### config.mk
export PLATFORM = sky130hd
export DESIGN_NAME = cpo_dev_flat
export DESIGN_NICKNAME = d
export VERILOG_FILES = /design/src/verilog/cpo_pkg.sv /design/src/verilog/cpo_link_if.sv /design/src/verilog/cpo_dev.sv /design/src/verilog/cpo_id_pack.sv /design/src/flat_wrapper.sv
export SDC_FILE = /design/constraint.sdc
export NUM_CORES = 1
export LEC_CHECK = 0
export BUFFER_PORTS_ARGS = -buffer_cell sky130_fd_sc_hd__clkbuf_2
export CORE_UTILIZATION = 51
export DETAILED_ROUTE_END_ITERATION = 10
export GPL_ROUTABILITY_DRIVEN = 0
export GPL_TIMING_DRIVEN = 1
export PLACE_DENSITY = 0.89
export SETUP_SLACK_MARGIN = 0.3
export SYNTH_ARGS = -nofsm -noshare
export SYNTH_HDL_FRONTEND = slang
export SYNTH_SLANG_ARGS = --single-unit
### constraint.sdc
create_clock -name pclk -period 3 [get_ports pclk]
set_input_delay 0.15 -clock pclk [delete_from_list [all_inputs] [get_ports pclk]]
set_output_delay 0.15 -clock pclk [all_outputs]
set_load 0.005 [all_outputs]
### src/verilog/cpo_pkg.sv
package cpo_pkg;

   // ****************************************************************
   // Function codes
   // ****************************************************************
   localparam logic [3:0] FC_NMT      = 4'h0;
   localparam logic [3:0] FC_EMCY     = 4'h1;
   localparam logic [3:0] FC_SYNC     = 4'h1;
   localparam logic [3:0] FC_TXPDO    = 4'h3;
   localparam logic [3:0] FC_RXPDO    = 4'h4;
   localparam logic [3:0] FC_SDO1     = 4'hB;
   localparam logic [3:0] FC_GUARD    = 4'hE;
   localparam logic [3:0] SDO2_FC_RST = 4'hC;

   // ****************************************************************
   // Object directory entries
   // ****************************************************************
   localparam logic [15:0] OBJ_BAUD      = 16'h2001;
   localparam logic [15:0] OBJ_SDO2      = 16'h1201;
   localparam logic [15:0] OBJ_TPDO_COMM = 16'h1800;
   localparam logic [7:0]  SUB_SDO2_COB  = 8'h01;
   localparam logic [7:0]  SUB_TTYPE     = 8'h02;
   localparam logic [7:0]  SUB_EVT       = 8'h05;
   localparam logic [7:0]  TTYPE_FIXED   = 8'hFF;
   localparam logic [7:0]  SDO_CMD_WR    = 8'h23;
   localparam logic [7:0]  NMT_RESET     = 8'h81;
   localparam logic [3:0]  BAUD_RST      = 4'h0;
   localparam logic [15:0] EVT_RST       = 16'h0000;

   // ****************************************************************
   // Frame layout
   // ****************************************************************
   localparam int          IN_W    = 24;
   localparam int          OUT_W   = 8;
   localparam logic [3:0]  IN_DLC  = 4'h3;
   localparam logic [3:0]  OUT_DLC = 4'h1;
   localparam logic [3:0]  MAX_DLC = 4'h8;

   // ****************************************************************
   // Timing
   // ****************************************************************
   localparam int unsigned CLK_NS     = 20;
   localparam int unsigned MS_NS      = 1000000;
   localparam int unsigned CYC_PER_MS = MS_NS / CLK_NS;

   // ****************************************************************
   // Controller registers (APB byte offsets)
   // ****************************************************************
   localparam logic [7:0] OFF_CMD     = 8'h00;
   localparam logic [7:0] OFF_NODE    = 8'h04;
   localparam logic [7:0] OFF_OUTDATA = 8'h08;
   localparam logic [7:0] OFF_SDOADDR = 8'h0C;
   localparam logic [7:0] OFF_SDOVAL  = 8'h10;
   localparam logic [7:0] OFF_STATUS  = 8'h14;
   localparam logic [7:0] OFF_INDATA  = 8'h18;
   localparam int         CMD_OUT     = 0;
   localparam int         CMD_RTR     = 1;
   localparam int         CMD_SYNC    = 2;
   localparam int         CMD_SDO     = 3;
   localparam int         CMD_NMT     = 4;

endpackage : cpo_pkg

### src/verilog/cpo_link_if.sv
`timescale 1ns/1ps
`default_nettype none
interface cpo_link_if;
   logic        m2s_valid;
   logic        m2s_ready;
   logic [15:0] m2s_id;
   logic [63:0] m2s_data;
   logic        s2m_valid;
   logic        s2m_ready;
   logic [15:0] s2m_id;
   logic [63:0] s2m_data;

   modport dev (input m2s_valid, m2s_id, m2s_data, s2m_ready,
                output m2s_ready, s2m_valid, s2m_id, s2m_data);
   modport mst (output m2s_valid, m2s_id, m2s_data, s2m_ready,
                input m2s_ready, s2m_valid, s2m_id, s2m_data);
endinterface : cpo_link_if
`default_nettype wire

### src/verilog/cpo_dev.sv
// Implementation choices: the address map and the APB register port.
`timescale 1ns/1ps
`default_nettype none
module cpo_dev #(
   parameter int unsigned MS_CYCLES = cpo_pkg::CYC_PER_MS
) (
   input  wire logic                     pclk,
   input  wire logic                     presetn,
   cpo_link_if.dev                       link,
   input  wire logic [6:0]               node_id,
   input  wire logic                     sync_en,
   input  wire logic [cpo_pkg::IN_W-1:0] din,
   output logic [cpo_pkg::OUT_W-1:0]     dout,
   output logic [3:0]                    baud_sel
);

   // ****************************************************************
   // State
   // ****************************************************************
   typedef struct packed {
      logic                     booted;
      logic [6:0]               id;
      logic [3:0]               baud;
      logic [3:0]               baud_pend;
      logic [3:0]               sdo2_fc;
      logic [15:0]              evt;
      logic [15:0]              ms_left;
      logic [15:0]              cyc;
      logic [cpo_pkg::IN_W-1:0]  last;
      logic [cpo_pkg::IN_W-1:0]  tx_data;
      logic                     tx_valid;
      logic                     pend;
      logic [cpo_pkg::OUT_W-1:0] out_pend;
      logic [cpo_pkg::OUT_W-1:0] dout;
   } cpo_dev_st_t;

   cpo_dev_st_t s_r;
   cpo_dev_st_t s_nxt;

   // ****************************************************************
   // Received frame decode
   // ****************************************************************
   logic [3:0]  rx_fc;
   logic [6:0]  rx_nid;
   logic        rx_rtr;
   logic [3:0]  rx_dlc;
   logic [63:0] rx_d;
   logic        for_me;
   logic        bcast;
   logic        rtr_req;
   logic        sync_req;
   logic        rxpdo;
   logic        sdo_wr;
   logic        nmt_rst;
   logic [15:0] sdo_idx;
   logic [7:0]  sdo_sub;
   logic [31:0] sdo_val;

   assign rx_fc  = link.m2s_id[15:12];
   assign rx_nid = {link.m2s_id[11:8], link.m2s_id[7:5]};
   assign rx_rtr = link.m2s_id[4];
   assign rx_dlc = link.m2s_id[3:0];
   assign rx_d   = link.m2s_data;

   // Frames are always consumed; nothing on the link is buffered
   assign link.m2s_ready = 1'b1;

   assign for_me = link.m2s_valid && s_r.booted && rx_nid == s_r.id
                   && rx_dlc <= cpo_pkg::MAX_DLC;
   assign bcast  = link.m2s_valid && s_r.booted && rx_nid == 7'h00
                   && rx_dlc <= cpo_pkg::MAX_DLC;

   assign rtr_req = for_me && rx_fc == cpo_pkg::FC_TXPDO && !rx_rtr;

   assign sync_req = bcast && sync_en && rx_fc == cpo_pkg::FC_SYNC && rx_rtr
                     && rx_dlc == 4'h0;

   assign rxpdo = for_me && rx_fc == cpo_pkg::FC_RXPDO && rx_rtr
                  && rx_dlc >= cpo_pkg::OUT_DLC;

   assign sdo_wr = for_me && rx_rtr && rx_dlc == cpo_pkg::MAX_DLC
                   && (rx_fc == cpo_pkg::FC_SDO1 || rx_fc == s_r.sdo2_fc)
                   && rx_d[7:0] == cpo_pkg::SDO_CMD_WR;
   assign sdo_idx = rx_d[23:8];
   assign sdo_sub = rx_d[31:24];
   assign sdo_val = rx_d[63:32];

   assign nmt_rst = bcast && rx_fc == cpo_pkg::FC_NMT
                    && rx_d[7:0] == cpo_pkg::NMT_RESET
                    && (rx_d[15:8] == 8'h00 || rx_d[15:8] == {1'b0, s_r.id});

   // ****************************************************************
   // Send triggers
   // ****************************************************************
   logic tick;
   logic evt_fire;
   logic chg;
   logic want;
   logic free;

   assign tick = s_r.cyc == 16'h0000;

   assign evt_fire = tick && s_r.evt != 16'h0000 && s_r.ms_left <= 16'h0001;

   assign chg = s_r.booted && !sync_en && din != s_r.last;

   // Requests seen while a frame is still waiting are kept in pend
   assign want = s_r.pend | rtr_req | sync_req | evt_fire | chg;
   assign free = !s_r.tx_valid || link.s2m_ready;

   // ****************************************************************
   // Next state
   // ****************************************************************
   always_comb begin
      s_nxt = s_r;
      if (!s_r.booted) begin
         s_nxt.booted = 1'b1;
         s_nxt.id     = node_id;
      end
      // Millisecond divider
      s_nxt.cyc = tick ? 16'(MS_CYCLES - 1) : s_r.cyc - 16'h0001;
      if (tick && s_r.evt != 16'h0000) begin
         s_nxt.ms_left = evt_fire ? s_r.evt : s_r.ms_left - 16'h0001;
      end
      if (s_r.tx_valid && link.s2m_ready) begin
         s_nxt.tx_valid = 1'b0;
      end
      s_nxt.pend = want;
      if (want && free && s_r.booted) begin
         s_nxt.tx_valid = 1'b1;
         s_nxt.tx_data  = din;
         s_nxt.last     = din;
         s_nxt.pend     = 1'b0;
         s_nxt.ms_left  = s_r.evt;
      end
      // Output byte fixed to byte 0
      if (rxpdo) begin
         s_nxt.out_pend = rx_d[cpo_pkg::OUT_W-1:0];
         if (!sync_en) begin
            s_nxt.dout = rx_d[cpo_pkg::OUT_W-1:0];
         end
      end
      if (sync_req) begin
         s_nxt.dout = s_r.out_pend;
      end
      if (sdo_wr) begin
         if (sdo_idx == cpo_pkg::OBJ_BAUD) begin
            s_nxt.baud_pend = sdo_val[3:0];
         end
         if (sdo_idx == cpo_pkg::OBJ_SDO2 && sdo_sub == cpo_pkg::SUB_SDO2_COB) begin
            s_nxt.sdo2_fc = sdo_val[10:7];
         end
         // Type stays fixed; only timer writable
         if (sdo_idx == cpo_pkg::OBJ_TPDO_COMM && sdo_sub == cpo_pkg::SUB_EVT) begin
            s_nxt.evt     = sdo_val[15:0];
            s_nxt.ms_left = sdo_val[15:0];
         end
      end
      if (nmt_rst) begin
         s_nxt.baud = s_r.baud_pend;
      end
   end

   // ****************************************************************
   // Registers
   // ****************************************************************
   always_ff @(posedge pclk or negedge presetn) begin
      if (!presetn) begin
         s_r           <= '0;
         s_r.baud      <= cpo_pkg::BAUD_RST;
         s_r.baud_pend <= cpo_pkg::BAUD_RST;
         s_r.sdo2_fc   <= cpo_pkg::SDO2_FC_RST;
         s_r.evt       <= cpo_pkg::EVT_RST;
      end else begin
         s_r <= s_nxt;
      end
   end

   // ****************************************************************
   // Outputs
   // ****************************************************************
   // Identifier from latched ID
   cpo_id_pack u_tx_id (
      .fc   (cpo_pkg::FC_TXPDO),
      .node (s_r.id),
      .rtr  (1'b1),
      .dlc  (cpo_pkg::IN_DLC),
      .id   (link.s2m_id)
   );

   assign link.s2m_valid = s_r.tx_valid;
   assign link.s2m_data  = {40'h00_0000_0000, s_r.tx_data};
   assign dout           = s_r.dout;
   assign baud_sel       = s_r.baud;

endmodule : cpo_dev
`default_nettype wire

### src/verilog/cpo_id_pack.sv
`timescale 1ns/1ps
`default_nettype none
module cpo_id_pack (
   input  wire logic [3:0]  fc,
   input  wire logic [6:0]  node,
   input  wire logic        rtr,
   input  wire logic [3:0]  dlc,
   output logic      [15:0] id
);
   assign id = {fc, node[6:3], node[2:0], rtr, dlc};
endmodule : cpo_id_pack
`default_nettype wire

### src/flat_wrapper.sv
// flat-port wrapper written by rule: the top's interface ports become plain ports
module cpo_dev_flat 
#(
   parameter int unsigned MS_CYCLES = cpo_pkg::CYC_PER_MS
)
  (pclk, presetn, node_id, sync_en, din, dout, baud_sel, link_m2s_valid, link_m2s_id, link_m2s_data, link_s2m_ready, link_m2s_ready, link_s2m_valid, link_s2m_id, link_s2m_data);
  cpo_link_if link_i ();
  input  wire logic pclk;
  input  wire logic presetn;
  input  wire logic [6:0] node_id;
  input  wire logic sync_en;
  input  wire logic [cpo_pkg::IN_W-1:0] din;
  output logic [cpo_pkg::OUT_W-1:0] dout;
  output logic [3:0] baud_sel;
  input wire logic [$bits(link_i.m2s_valid)-1:0] link_m2s_valid;
  input wire logic [$bits(link_i.m2s_id)-1:0] link_m2s_id;
  input wire logic [$bits(link_i.m2s_data)-1:0] link_m2s_data;
  input wire logic [$bits(link_i.s2m_ready)-1:0] link_s2m_ready;
  output wire logic [$bits(link_i.m2s_ready)-1:0] link_m2s_ready;
  output wire logic [$bits(link_i.s2m_valid)-1:0] link_s2m_valid;
  output wire logic [$bits(link_i.s2m_id)-1:0] link_s2m_id;
  output wire logic [$bits(link_i.s2m_data)-1:0] link_s2m_data;
  assign link_i.m2s_valid = link_m2s_valid;
  assign link_i.m2s_id = link_m2s_id;
  assign link_i.m2s_data = link_m2s_data;
  assign link_i.s2m_ready = link_s2m_ready;
  assign link_m2s_ready = link_i.m2s_ready;
  assign link_s2m_valid = link_i.s2m_valid;
  assign link_s2m_id = link_i.s2m_id;
  assign link_s2m_data = link_i.s2m_data;
  cpo_dev #(.MS_CYCLES(MS_CYCLES)) u_core (.pclk(pclk), .presetn(presetn), .link(link_i), .node_id(node_id), .sync_en(sync_en), .din(din), .dout(dout), .baud_sel(baud_sel));
endmodule
==> flow_metrics.py <==
metrics = {
    "outcome": {
        "outcome": "complete, but fails checks",
        "violations": "negative hold slack",
    },
    "floorplanning": {
        "initial_utilization": 0.525,
        "core_area_um2": 12100,
        "die_h_um": 113,
        "die_w_um": 113,
        "die_area_um2": 12900,
        "rows": 40,
        "io_pins": 210,
    },
    "finish": {
        "postLayoutCellArea_um2": 7240,
        "final_cells": 930,
        "drive_gt1_frac": 0.298,
        "n_antenna_cell": 0,
        "post-route-util": 0.600,
        "regArea_um2": 2760,
        "synthToLayoutAreaGrowth_pct": 14.3,
        "multi_input_area_um2": 3000,
        "nNetsFinal": 878,
        "fillers": 1024,
    },
    "setup_path": {
        "cp_max_fo": 14,
        "worstReg2RegStart": "u_core.s_r[77]",
        "cp.arrival_ns": 2.89,
        "cp-start-kind": "flop",
        "rr_endpoint": "u_core.s_r[42]",
        "required_ns": 3.23,
        "crit_type": "reg2reg",
        "end_kind": "flop",
        "rr_worst_depth": 7,
        "regToRegSetupSlack_ns": 0.35,
    },
    "synthesis": {
        "ys_async_sr_fraction": 1.00,
        "ys_seq_elements": 110,
        "syn_area_um2": 6330,
        "synthTopCellsByCount": "108 x dfrtp_1, 95 x buf_4, 77 x nand2_1",
        "syn_avg_cell_area_um2": 9.86,
        "synth.distinct_cells": 53,
        "synth_edf_count": 0,
        "ys.flop_type": "dfrtp_1",
        "syn_inst": 642,
        "synth_top_area_share": 0.427,
        "ys_seq_area_frac": 0.435,
        "yosysTopAreaCell": "dfrtp_1",
        "yosysMostFrequentCell": "dfrtp_1",
        "yosysWarnings": 0,
        "synth.area.top_cells": "dfrtp_1 43%, buf_4 11%, mux2_2 4.8%",
    },
    "clock_tree": {
        "clockBufferDepth": 2,
        "path_clk_slew_ns": 0.07,
        "h-tree-depth": 3,
        "cts_sinks": 110,
        "cts_tree": "yes",
        "cts_made_buffers": 9,
        "ctsRootBufferMaster": "clkbuf_16",
        "insertion_delay_ns": 0.35,
        "holdBufCountCts": 0,
    },
    "place": {
        "dp_cells": 909,
        "dp_slack_ns": 0.317,
        "postPlaceCellArea_um2": 6830,
        "portBuffers": 143,
        "dp_hpwl_mm": 10.5,
    },
    "route": {
        "wl_per_cell_um": 15.0,
        "vias_per_cell": 5.30,
        "drc": 0,
        "detailroute.via_count": 4925,
        "ant_nets": 0,
        "drtIter0Drc": 233,
        "drt-total-wl_mm": 13.9,
        "dr.pass1.iters": 5,
    },
    "global_routing": {
        "grt-ovfl-total": 0,
        "antenna_found_initial": 1,
        "grt_max_degree": 82,
        "track_usage": 0.225,
        "grt_pass1_wl_mm": 22.9,
        "grt_pass1_vias": 4901,
    },
    "power": {
        "finalPower_mw": 3.68,
        "ir_drop_v": 0.000482,
        "power_density_nw_per_um2": 509,
        "leakage_nw": 3.45,
    },
    "sta": {
        "timing.hold.ws_ns": -0.0298,
        "drv_slew": 0,
        "fin_ws_ns": 0.346,
        "skew_ns": 0.00467,
        "rsz0062_at_grt": "yes",
        "worst_slew_pin_slew_ns": 1.15,
        "slew_headroom": 0.236,
        "finalSetupTns_ns": 0,
        "max_freq_mhz": 377,
        "fin_crit_ns": 2.65,
        "finalHoldViolCount": 37,
        "setup_viol": 0,
        "fin_crit_sh": 0.885,
    },
    "min_path": {
        "hold_class": "in2async",
    },
    "run": {
        "max_cap_violations": 0,
    },
}
[routing by layer]
metal,up-vias,share of wire,routed length (µm),global-route usage
met2,191,0.51,7080,0.398
met1,2359,0.40,5640,0.260
met4,2,0.023,327,0.0921
met5,-,0.00093,13,0
met3,33,0.062,870,0.0579
li1,2340,-,-,-
[logic make-up (layout without fill, tap and decap cells)]
kind of cell | count (synthesis) | in the layout | synth area share
simple gates | 206 | 206 | 0.166
mux | 63 | 63 | 0.110
xor+xnor | 53 | 53 | 0.0733
other cells | 2 | 51 | 0.00119
buf+inv | 121 | 192 | 0.129
flops | 110 | 110 | 0.435
compound gates | 83 | 83 | 0.0779
fa+ha+maj | 4 | 4 | 0.00790
[flip-flops by register name (all words and copies together), names as in the netlist]
register               count
u_core.link.s2m_valid      1
u_core.baud_sel            4
u_core.dout                8
u_core.s_r                97
[final cells by class]
| type | count | area share |
|---|---|---|
| clock buffers | 10 | 0.0330 |
| well taps | 168 | 0.0290 |
| clock inverters | 5 | 0.00830 |
| multi-input cells | 460 | 0.414 |
| flip-flops and latches | 110 | 0.381 |
| repair buffers | 166 | 0.129 |
| inverters | 11 | 0.00571 |
[report_power, final]
group          internal (mW)  switching, mW  total, mW
Sequential              1.63          0.157       1.78
Combinational          0.361          0.341      0.702
Clock                  0.667          0.531       1.20
Total                   2.66           1.03       3.68
[worst max-delay path, stage by stage, from the launching register on]
cell and delay [ns]:
dfrtp_1 0.40, or4_4 0.54, or3_4 0.39, nor3b_4 0.24, nand2_2 0.10, a31oi_4 0.21
bufbuf_16 0.33, mux2_1 0.32
[worst max-delay path by stage]
stage,to,cells after the start,slack [ns],startpoint
detailed placement,u_core.s_r[46],7,0.32,u_core.s_r[75]
CTS,u_core.s_r[46],8,0.34,u_core.s_r[77]
finish,u_core.s_r[42],7,0.35,u_core.s_r[77]
global placement,u_core.s_r[62],7,0.37,u_core.s_r[75]
floorplan,u_core.s_r[64],8,0.36,u_core.s_r[75]
global route,u_core.s_r[64],7,0.26,u_core.s_r[77]
[layout by cell type (no fill, tap or decap), drive strengths merged, types with 2 or more instances in the layout]
master,instances
a211oi,2
a21oi,25
a31oi,6
and2,4
and3,4
and4,2
buf,23
clkbuf,152
clkinv,3
conb,51
dfrtp,108
dfstp,2
ha,4
inv,11
mux2,51
mux2i,12
nand2,77
nand2b,3
nand3,11
nand4,9
nand4b,2
nor2,27
nor3,19
nor3b,2
nor4,25
nor4b,3
o21a,3
o21ai,27
o22a,2
o22ai,11
or2,2
or3,8
or4,5
xnor2,29
xor2,24
[repair_timing]
item / 4_1_cts / 5_1_grt
endpoints found under the setup margin: 6 / 33
buffers inserted: 3 / 2
gates resized for setup: 0 / 8
pin swaps: 1 / 1
cloned: 1 / 0
Power figures use the tool's default switching activity.
